## config.mk

```make
export PLATFORM = sky130hd
export DESIGN_NAME = mrpa_adv_bank
export DESIGN_NICKNAME = d
export VERILOG_FILES = /design/src/core/mrpa_pkg.sv /design/src/core/mrpa_rd_if.sv /design/src/core/mrpa_rd_decode.sv /design/src/core/mrpa_adv_bank.sv
export VERILOG_INCLUDE_DIRS = /design/src /design/src/core
export SDC_FILE = /design/constraint.sdc
export NUM_CORES = 1
export LEC_CHECK = 0
export ABC_CLOCK_PERIOD_IN_PS = 4900
export BUFFER_PORTS_ARGS = -buffer_cell sky130_fd_sc_hd__buf_2
export CAP_MARGIN = 10
export CORE_ASPECT_RATIO = 0.7
export CORE_MARGIN = 8
export CORE_UTILIZATION = 29
export CTS_CLUSTER_SIZE = 30
export DETAILED_ROUTE_END_ITERATION = 16
export GPL_TIMING_DRIVEN = 0
export HOLD_SLACK_MARGIN = 0.06
export PLACE_DENSITY = 0.56
export SLEW_MARGIN = 20
export SYNTH_ARGS = -nofsm -noshare
export SYNTH_HDL_FRONTEND = slang
export SYNTH_SLANG_ARGS = --single-unit
```

## constraint.sdc

```tcl
create_clock -name core_clk_in -period 4.9 [get_ports core_clk_in]
set_input_delay 0.735 -clock core_clk_in [delete_from_list [all_inputs] [get_ports core_clk_in]]
set_output_delay 0.735 -clock core_clk_in [all_outputs]
set_load 0.05 [all_outputs]
```

## src/core/mrpa_defines.svh

```systemverilog
// Constants of the media reach advertising page bank.
// Assumes inclusion by its bare name from the design files.
`ifndef MRPA_DEFINES_SVH
`define MRPA_DEFINES_SVH

`define MRPA_ADDR_SM_REACH   8'h84
`define MRPA_ADDR_WIDE_MM    8'h85
`define MRPA_ADDR_EXT_MM_A   8'h86
`define MRPA_ADDR_EXT_MM_B   8'h87
`define MRPA_ADDR_LEGACY_MM  8'h88
`define MRPA_ADDR_RSVD       8'h89
`define MRPA_ADDR_WL_NOM_HI  8'h8A
`define MRPA_ADDR_WL_NOM_LO  8'h8B
`define MRPA_ADDR_WL_TOL_HI  8'h8C
`define MRPA_ADDR_WL_TOL_LO  8'h8D
`define MRPA_ADDR_PAGES      8'h8E
`define MRPA_IMG_BASE        8'h84
`define MRPA_IMG_LAST        8'h8E
`define MRPA_IMG_BYTES       11
`define MRPA_IDX_W           4

`define MRPA_SCALE_RSVD      2'h3
`define MRPA_BANKS_RSVD      2'h3
`define MRPA_BANKS_DEF       2'h0
`define MRPA_PG_VDM_BIT      6
`define MRPA_PG_DIAG_BIT     5
`define MRPA_PG_USER_BIT     2
`define MRPA_BYTE_ZERO       8'h00
`define MRPA_WORD_ZERO       16'h0000

`endif

```

## src/core/mrpa_pkg.sv

```systemverilog
// Types of the media reach advertising page bank.
// Assumes the constants header is compiled alongside.
package mrpa_pkg;
    typedef logic [7:0] mrpa_byte_t;

    typedef enum logic [1:0] {
        MRPA_ST_RESET = 2'h0,
        MRPA_ST_LOAD  = 2'h1,
        MRPA_ST_RUN   = 2'h3
    } mrpa_state_t;

    typedef struct packed {
        logic [1:0] scale;
        logic [5:0] base;
    } mrpa_sm_reach_t;
endpackage : mrpa_pkg

```

## src/core/mrpa_rd_if.sv

```systemverilog
// Carrier between the bank and its read decoder.
// Assumes one clock domain; signals are combinational.
`timescale 1ns/1ps
`include "mrpa_defines.svh"
interface mrpa_rd_if;
    import mrpa_pkg::*;
    logic [7:0] addr;
    mrpa_byte_t img [`MRPA_IMG_BYTES];
    mrpa_byte_t data;
    logic       hit;

    modport owner  (output addr, output img, input data, input hit);
    modport decode (input addr, input img, output data, output hit);
endinterface : mrpa_rd_if

```

## src/core/mrpa_rd_decode.sv

```systemverilog
// Byte decoder of the advertising image.
// Assumes the image lies at consecutive byte addresses.
`timescale 1ns/1ps
`include "mrpa_defines.svh"
module mrpa_rd_decode (
    mrpa_rd_if.decode rd
);
    import mrpa_pkg::*;
    wire [7:0]            off;
    wire [`MRPA_IDX_W-1:0] idx;

    // Image window check
    assign off     = rd.addr - `MRPA_IMG_BASE;
    assign idx     = off[`MRPA_IDX_W-1:0];
    assign rd.hit  = (rd.addr >= `MRPA_IMG_BASE) &&
                     (rd.addr <= `MRPA_IMG_LAST);
    assign rd.data = rd.hit ? rd.img[idx] : `MRPA_BYTE_ZERO;
endmodule : mrpa_rd_decode

```

## src/core/mrpa_adv_bank.sv

```systemverilog
// Media reach, wavelength and page advertising byte bank.
// Assumes a synchronous byte read port from the management memory.
`timescale 1ns/1ps
`include "mrpa_defines.svh"
module mrpa_adv_bank (
    input  wire logic              core_clk_in,
    input  wire logic              reset_in,
    input  wire logic              clk_en_in,
    input  wire logic [7:0]        mem_addr_in,
    input  wire logic              mem_rd_in,
    input  wire logic              mem_wr_in,
    input  wire mrpa_pkg::mrpa_byte_t mem_wdata_in,
    output mrpa_pkg::mrpa_byte_t   mem_rdata_out,
    output logic                   mem_rvalid_out,
    output logic                   mem_hit_out,
    input  wire logic              cfg_separable_in,
    input  wire logic [1:0]        cfg_sm_scale_in,
    input  wire logic [5:0]        cfg_sm_base_in,
    input  wire mrpa_pkg::mrpa_byte_t cfg_wide_mm_in,
    input  wire mrpa_pkg::mrpa_byte_t cfg_ext_mm_a_in,
    input  wire mrpa_pkg::mrpa_byte_t cfg_ext_mm_b_in,
    input  wire mrpa_pkg::mrpa_byte_t cfg_legacy_mm_in,
    input  wire logic [15:0]       cfg_wl_nom_in,
    input  wire logic [15:0]       cfg_wl_tol_in,
    input  wire logic              cfg_tunable_in,
    input  wire logic              tune_upd_in,
    input  wire logic [15:0]       tune_wl_nom_in,
    input  wire logic [15:0]       tune_wl_tol_in,
    input  wire logic              cfg_vendor_diag_in,
    input  wire logic              cfg_banked_diag_in,
    input  wire logic              cfg_user_page_in,
    input  wire logic [1:0]        cfg_bank_code_in,
    output logic                   ready_out,
    output mrpa_pkg::mrpa_byte_t   sum_out
);
    import mrpa_pkg::*;

    mrpa_state_t    state_r;
    mrpa_state_t    state_nxt;
    mrpa_sm_reach_t sm_reach_r;
    mrpa_sm_reach_t sm_reach_nxt;
    mrpa_byte_t     wide_mm_r;
    mrpa_byte_t     ext_mm_a_r;
    mrpa_byte_t     ext_mm_b_r;
    mrpa_byte_t     legacy_mm_r;
    mrpa_byte_t     wide_mm_nxt;
    mrpa_byte_t     ext_mm_a_nxt;
    mrpa_byte_t     ext_mm_b_nxt;
    mrpa_byte_t     legacy_mm_nxt;
    logic [15:0]    wl_nom_r;
    logic [15:0]    wl_tol_r;
    mrpa_byte_t     pages_r;
    mrpa_byte_t     pages_nxt;
    mrpa_byte_t     sum_nxt;
    logic           ready_r;
    mrpa_byte_t     rdata_r;
    logic           rvalid_r;
    logic           hit_r;
    wire            loading;
    wire            retune;
    wire            sm_legal;
    wire [1:0]      bank_code;
    wire            wr_seen;

    mrpa_rd_if rd ();

    mrpa_rd_decode u_decode (
        .rd (rd)
    );

    // Writes are accepted and dropped
    assign wr_seen = mem_wr_in & clk_en_in;

    // Sequencer: capture once after reset, then hold; retune wavelength in run when tunable
    assign loading = clk_en_in && (state_r == MRPA_ST_LOAD);
    assign retune  = clk_en_in && (state_r == MRPA_ST_RUN) &&
                     cfg_tunable_in && tune_upd_in;

    always_comb begin
        state_nxt = state_r;
        case (state_r)
            MRPA_ST_RESET: state_nxt = MRPA_ST_LOAD;
            MRPA_ST_LOAD:  state_nxt = MRPA_ST_RUN;
            MRPA_ST_RUN:   state_nxt = MRPA_ST_RUN;
            default:       state_nxt = MRPA_ST_RESET;
        endcase
    end

    // Reach bytes: zero for a cable or an unsupported type
    assign sm_legal = cfg_separable_in &&
                      (cfg_sm_scale_in != `MRPA_SCALE_RSVD);
    assign sm_reach_nxt = sm_legal ?
        {cfg_sm_scale_in, cfg_sm_base_in} :
        {`MRPA_BYTE_ZERO};
    assign wide_mm_nxt   = cfg_separable_in ? cfg_wide_mm_in :
                           `MRPA_BYTE_ZERO;
    assign ext_mm_a_nxt  = cfg_separable_in ? cfg_ext_mm_a_in :
                           `MRPA_BYTE_ZERO;
    assign ext_mm_b_nxt  = cfg_separable_in ? cfg_ext_mm_b_in :
                           `MRPA_BYTE_ZERO;
    assign legacy_mm_nxt = cfg_separable_in ? cfg_legacy_mm_in :
                           `MRPA_BYTE_ZERO;

    // Supported pages byte, reserved bits zero
    assign bank_code = (cfg_bank_code_in == `MRPA_BANKS_RSVD) ?
                       `MRPA_BANKS_DEF : cfg_bank_code_in;
    always_comb begin
        pages_nxt = `MRPA_BYTE_ZERO;
        pages_nxt[`MRPA_PG_VDM_BIT]  = cfg_vendor_diag_in;
        pages_nxt[`MRPA_PG_DIAG_BIT] = cfg_banked_diag_in;
        pages_nxt[`MRPA_PG_USER_BIT] = cfg_user_page_in;
        pages_nxt[1:0] = bank_code;
    end

    // Static image bytes held in flops, loaded once; wavelength bytes below
    always_ff @(posedge core_clk_in) begin
        if (reset_in) begin
            state_r     <= MRPA_ST_RESET;
            sm_reach_r  <= `MRPA_BYTE_ZERO;
            wide_mm_r   <= `MRPA_BYTE_ZERO;
            ext_mm_a_r  <= `MRPA_BYTE_ZERO;
            ext_mm_b_r  <= `MRPA_BYTE_ZERO;
            legacy_mm_r <= `MRPA_BYTE_ZERO;
            pages_r     <= `MRPA_BYTE_ZERO;
        end else if (clk_en_in) begin
            state_r <= state_nxt;
            if (loading) begin
                sm_reach_r  <= sm_reach_nxt;
                wide_mm_r   <= wide_mm_nxt;
                ext_mm_a_r  <= ext_mm_a_nxt;
                ext_mm_b_r  <= ext_mm_b_nxt;
                legacy_mm_r <= legacy_mm_nxt;
                pages_r     <= pages_nxt;
            end
        end
    end

    // Wavelength: fixed value, or value in effect when tunable
    always_ff @(posedge core_clk_in) begin
        if (reset_in) begin
            wl_nom_r <= `MRPA_WORD_ZERO;
            wl_tol_r <= `MRPA_WORD_ZERO;
        end else if (loading) begin
            wl_nom_r <= cfg_wl_nom_in;
            wl_tol_r <= cfg_wl_tol_in;
        end else if (retune) begin
            wl_nom_r <= tune_wl_nom_in;
            wl_tol_r <= tune_wl_tol_in;
        end
    end

    // Image in address order, high byte first
    assign rd.addr   = mem_addr_in;
    assign rd.img[0] = sm_reach_r;
    assign rd.img[1] = wide_mm_r;
    assign rd.img[2] = ext_mm_a_r;
    assign rd.img[3] = ext_mm_b_r;
    assign rd.img[4] = legacy_mm_r;
    assign rd.img[5] = `MRPA_BYTE_ZERO;
    assign rd.img[6] = wl_nom_r[15:8];
    assign rd.img[7] = wl_nom_r[7:0];
    assign rd.img[8] = wl_tol_r[15:8];
    assign rd.img[9] = wl_tol_r[7:0];
    assign rd.img[10] = pages_r;

    // Contribution to page checksum, modulo 256
    assign sum_nxt = sm_reach_r + wide_mm_r + ext_mm_a_r + ext_mm_b_r +
                     legacy_mm_r + wl_nom_r[15:8] + wl_nom_r[7:0] +
                     wl_tol_r[15:8] + wl_tol_r[7:0] + pages_r;

    // Registered read answer and status
    always_ff @(posedge core_clk_in) begin
        if (reset_in) begin
            rdata_r  <= `MRPA_BYTE_ZERO;
            rvalid_r <= 1'b0;
            hit_r    <= 1'b0;
            ready_r  <= 1'b0;
            sum_out  <= `MRPA_BYTE_ZERO;
        end else if (clk_en_in) begin
            rvalid_r <= mem_rd_in;
            rdata_r  <= mem_rd_in ? rd.data : `MRPA_BYTE_ZERO;
            hit_r    <= mem_rd_in & rd.hit;
            ready_r  <= (state_nxt == MRPA_ST_RUN);
            sum_out  <= sum_nxt;
        end
    end

    assign mem_rdata_out  = rdata_r;
    assign mem_rvalid_out = rvalid_r;
    assign mem_hit_out    = hit_r;
    assign ready_out      = ready_r;
endmodule : mrpa_adv_bank

```

Word level (Yosys, flattened, before mapping)
Cells that the tools add are included.

storage, ports and cells
  flip-flop bits (word level) = 98
  logic and storage cells = 61

operators by class
  add/subtract/negate cells = 10
  $lt $le $gt $ge = 3
  equality and inequality tests = 5
  mux-type cells = 16
  bitwise gates (word level) = 2
  reductions and logical operators = 10

operators with widths
  kind                 count
  $mux 8               9
  $add 8x8->8          8
  $mux 16              4
  $bmux 8 s4           1
  $add 8x7->8          1
  $ge 8x8->1 const B   1
  $le 8x8->1 const B   1
  $eq 2x2->1 const B   3
  $logic_and 1x1->1    6
  $ge 5x5->1 const B   1
  $not 4->5            1
  $pmux 2 s2           1
  $sub 4x3->4 const B  1
  $eq 2x1->1 const B   1
  $logic_not 2->1      1
  $mux 2               1
  $ne 2x2->1 const B   1
  $reduce_and 2->1     1
  $reduce_bool 2->1    1
  $reduce_or 2->1      1
  $and 1x1->1          1

Depth between registers and ports, before layout
  word-level depth = 9
  gate-level depth with buffers = 18

Cells and area by module
From an unflattened synthesis, not the netlist that was laid out.

second synthesis, totals
  cells, all modules = 732
  area, all modules = 6223.5 um^2

modules (own cells, without submodules)
  module          instances  cells an instance  area each (um^2)  seq. area each (um^2)
  mrpa_adv_bank   1          615                5307.6            1941.9
  mrpa_rd_decode  1          117                915.9             0.0

Least setup slack after synthesis
No wires, ideal clock.

  path kind = register to register
  start point = register ext_mm_a_r[2]
  end point = register sum_out[7]
  library setup time = 79 ps
  data arrival time = 4572 ps
  required time = 4821 ps
  path slack = 248 ps
  stages on the path, launching flop included = 18
  path through = dfxtp_1 -> inv_1 -> fa_1 -> inv_1 -> fa_1 -> fa_1 -> inv_1 -> fa_1 -> inv_1 -> fa_1 -> inv_1 -> fa_1 -> nor2b_1 -> nor3_1 -> o21bai_1 -> a21oi_1 -> xnor3_1 -> a211oi_2

between the ends
  longest elaborated chain between the ends = 8

ends and longest elaborated chain
  item                      RTL line              text
  start: declaration        mrpa_adv_bank.sv:43   mrpa_byte_t ext_mm_a_r;
  start signal: assignment  mrpa_adv_bank.sv:121  ext_mm_a_r <= `MRPA_BYTE_ZERO;
  start signal: assignment  mrpa_adv_bank.sv:130  ext_mm_a_r <= ext_mm_a_nxt;
  $add 8x8->8 (3 in a row)  mrpa_adv_bank.sv:167  assign sum_nxt = sm_reach_r + wide_mm_r + ext_mm_a_r + ext_mm_b_r +
  $add 8x8->8 (3 in a row)  mrpa_adv_bank.sv:168  legacy_mm_r + wl_nom_r[15:8] + wl_nom_r[7:0] +
  $add 8x8->8               mrpa_adv_bank.sv:169  wl_tol_r[15:8] + wl_tol_r[7:0] + pages_r;
  $add 8x7->8               mrpa_adv_bank.sv:169
  end signal: assignment    mrpa_adv_bank.sv:178  sum_out <= `MRPA_BYTE_ZERO;
  end signal: assignment    mrpa_adv_bank.sv:184  sum_out <= sum_nxt;
  end: declaration          mrpa_adv_bank.sv:34   output mrpa_pkg::mrpa_byte_t sum_out

No other way between the ends.
A chain may end at the register's enable or synchronous reset.

Worst setup path in the final report
Same ends and word-level chain as after synthesis.

==> impl_summary.log <==
INFO  metric numCtsBuffers = 9
INFO  metric tightest_slew = 0.772 ns
INFO  metric hold_viol = 0
INFO  metric crit_buf_inv = 5
INFO  metric final.min_clock_period = 4.66 ns
INFO  metric netlist-cell-type-count = 42
INFO  metric hold_path_cell_cnt = 2
INFO  metric total_leakage_power = 0.00311 uW
INFO  metric dp_hpwl = 16,600 um
INFO  metric die_area = 0.0255 mm2
INFO  metric critical_path.cell_chain = inv_1 > fa_1 > inv_1 > fa_1 > fa_1 > inv_1 > fa_1 > inv_1 > fa_1 > inv_1 > fa_2 > nor2b_4 > nor3_1 > o21bai_1 > a21oi_2 > xnor3_1 > a211oi_2
INFO  metric post-synth-top-area-cell = sky130_fd_sc_hd__dfxtp_1
INFO  metric tritoncts = yes
INFO  metric viasPerCell = 4.81
INFO  metric cpPeakStageDelay = 0.54 ns
INFO  metric cts_root_buffer = sky130_fd_sc_hd__clkbuf_16
INFO  metric critPathTopFamily = adder cells
INFO  metric floorplan.initialDensity = 29.1%
INFO  metric dr_total_vias = 5,310
INFO  metric clock_sinks = 97
INFO  metric dr.pass1.iters = 5
INFO  metric status = finished, final reports clean
INFO  metric ys_top_cells_by_area = sky130_fd_sc_hd__dfxtp_1, sky130_fd_sc_hd__fa_1, sky130_fd_sc_hd__nand2_1, sky130_fd_sc_hd__a311oi_1, sky130_fd_sc_hd__nor2_1
INFO  metric timing.critical_path.fanout_max = 3
INFO  metric grt_pass1_wl = 30,900 um
INFO  metric cts_max_path_buffers = 2
INFO  metric die_x = 187 um
INFO  metric finalCritPeriodShare = 95.2%
INFO  metric nNetsFinal = 1,020
INFO  metric totalPowerFinal = 2280 uW
INFO  metric ys_seq_elements = 97
INFO  metric postSynthAreaPerCell = 8.88 um2
INFO  metric global_route.overflow_total = 0
INFO  metric initial_antenna_violation_count = 1
INFO  metric critical-path-slowest-cell = sky130_fd_sc_hd__fa_1
INFO  metric number_of_i_o_port_buffers = 139
INFO  metric post_layout_nonfiller_instances = 1,104
INFO  metric synth.cell_area = 0.00597 mm2
INFO  metric synth_edf_count = 0
INFO  metric path_class = reg -> reg
INFO  metric number_of_cells_traversed_by_the_worst_register_to_register_path = 17
INFO  metric setup_violations = 0
INFO  metric timing.max_slew.rel_slack = 48.4%
INFO  metric finClkSkew = 0.0141 ns
INFO  metric place.gp.congestion = 0.920
INFO  metric final_cell_mix = sky130_fd_sc_hd__buf_2, sky130_fd_sc_hd__nand2_1, sky130_fd_sc_hd__dfxtp_1
INFO  metric asr_flop_ratio_synth = 0%
INFO  metric synthesis.instances = 672
INFO  metric synth.top_cell.area_share = 32.5%
INFO  metric grt_start_max_net_pins = 17
INFO  metric rsz0062_at_grt = no
INFO  metric wl_per_cell = 18.2 um
INFO  metric drv_cap = 0
INFO  metric first_iter_violations = 295
INFO  metric cts_max_level = 3
INFO  metric numPlacedInstances = 1,087
INFO  metric wl = 20,000 um
INFO  metric critical_path_required = 5.18 ns
INFO  metric report.final.slew_viol_count = 0
INFO  metric via_count_of_the_first_global_routing_pass = 5,398
INFO  metric synthesis.nets = 869
INFO  metric remaining_drc_errors = 0
INFO  metric power.density = 310 mW/mm2
INFO  metric clock.fmax = 214 MHz
INFO  metric track_usage = 15.9%
INFO  metric path_depth = 17
INFO  metric rows = 44
INFO  metric cp-start-kind = register
INFO  metric hold_ws = 0.463 ns
INFO  metric setup-tns-final = 0 ns
INFO  metric num-fill-cells = 2,179
INFO  metric die_h = 136 um
INFO  metric final_common_cell = sky130_fd_sc_hd__buf_2
INFO  metric drive_above_1_share = 22.6%
INFO  metric cts_hold_buf = 0
INFO  metric num_antenna_cells = 0
INFO  metric ys_warn_count = 0
INFO  metric floorplan.io_pins = 152
INFO  metric total_area_of_sequential_cells = 0.00195 mm2
INFO  metric multi_input_area = 0.00362 mm2
INFO  metric clk_transition_reported_paths = 0.07 ns
INFO  metric area_delta_synth_final = 23.0%
INFO  metric antenna_left = 0
INFO  metric synthFlopType = sky130_fd_sc_hd__dfxtp_1
INFO  metric worstSkewPairLatency = 0.36 ns
INFO  metric worst_hold_path_type = reg -> reg
INFO  metric critical_path_arrival = 4.94 ns
INFO  metric power.ir.vdd_worst = 162 uV
INFO  metric synth_sequential_area_ratio = 32.5%
INFO  metric kind_of_end_point_of_the_critical_path = register
INFO  metric coreArea = 0.0205 mm2
-- flip-flops by register name (all words and copies together), names as in the netlist --
signal / flops
wl_nom_r: 16
wl_tol_r: 16
ext_mm_a_r: 8
ext_mm_b_r: 8
legacy_mm_r: 8
mem_rdata_out: 8
rd.img: 8
sum_out: 8
wide_mm_r: 8
pages_r: 5
state_r: 2
mem_hit_out: 1
mem_rvalid_out: 1
-- routing by layer --
metal / track usage [%] / share of wire, %
met5: 0 / 0.065
met1: 21.7 / 47
met3: 6.00 / 8.8
met4: 3.14 / 0.80
met2: 23.9 / 43
-- path summary, 6_finish.rpt --
path / startpoint / end / slack [ns]
worst min register to register: mem_rvalid_out$_SDFFE_PP0P_ / mem_rvalid_out$_SDFFE_PP0P_ / 0.46
worst min-delay path: mem_rvalid_out$_SDFFE_PP0P_ / mem_rvalid_out$_SDFFE_PP0P_ / 0.46
worst max-delay path: ext_mm_a_r[2]$_SDFFE_PP0P_ / sum_out[7]$_SDFFE_PP0P_ / 0.24
worst max register to register: ext_mm_a_r[2]$_SDFFE_PP0P_ / sum_out[7]$_SDFFE_PP0P_ / 0.24
-- worst register-to-register path: cells and delay by family (launching register included) --
family          cells  cell delay [ns]
buf+inv             5             0.27
fa+ha+maj           6             2.95
simple gates        2             0.20
xor+xnor            1             0.26
flops               1             0.35
compound gates      3             0.54
-- stage by stage --
stage / instance area [um2] / util [%] / setup WS (ns)
final: 7340 / 35.8 / 0.236
after global routing: 7340 / 35.8 / 0.0544
after CTS: 7320 / 35.7 / 0.0557
after detailed placement: 7010 / 34.2 / -0.130
after global placement: 7010 / 34.2 / -0.104
after floorplan: 5970 / - / 0.248
-- final cells by class --
| class | instances | share of cell area, % |
|---|---|---|
| plain buffers | 47 | 2.76 |
| clock buffers | 11 | 3.31 |
| clock inverters | 5 | 0.853 |
| inverters | 57 | 2.92 |
| multi-input cells | 471 | 49.4 |
| flip-flops and latches | 97 | 26.5 |
| well taps | 276 | 4.71 |
| repair buffers | 140 | 9.58 |
-- synthesized netlist by cell type (8+ instances only) --
master and n:
sky130_fd_sc_hd__xnor2_1 12, sky130_fd_sc_hd__a22oi_1 19, sky130_fd_sc_hd__mux2_2 9, sky130_fd_sc_hd__ha_1 16, sky130_fd_sc_hd__fa_1 48, sky130_fd_sc_hd__mux2i_1 8
sky130_fd_sc_hd__nand2_1 116, sky130_fd_sc_hd__nand3_1 35, sky130_fd_sc_hd__a311oi_1 32, sky130_fd_sc_hd__a2bb2oi_1 8, sky130_fd_sc_hd__nor2b_1 8, sky130_fd_sc_hd__inv_1 56
sky130_fd_sc_hd__a21oi_1 47, sky130_fd_sc_hd__nor2_1 66, sky130_fd_sc_hd__dfxtp_1 97, sky130_fd_sc_hd__clkbuf_1 33
-- what timing repair did --
action | CTS | global route
setup endpoints to repair | 1 | 1
buffers inserted | 0 | 1
hold endpoints to repair | 0 | 0
pin swaps | 1 | 4
gates resized for setup | 1 | 6
-- report_power, final --
group / switching (uW) / leakage [uW] / internal [uW] / total (uW)
clock: 329 / 0.000148 / 414 / 742
sequential: 41.0 / 0.000791 / 834 / 875
combinational: 394 / 0.00218 / 266 / 659
total: 764 / 0.00311 / 1510 / 2280
-- logic make-up (layout without fill, tap and decap cells) --
family	count (synthesis)	after routing	share of synthesized area [%]
buf+inv	104	260	6.98
compound gates	131	131	15.6
fa+ha+maj	64	64	19.5
flops	97	97	32.5
simple gates	233	233	16.1
mux	25	25	6.37
xor+xnor	18	18	3.00
Note: power is estimated with default switching activity, not from simulation.
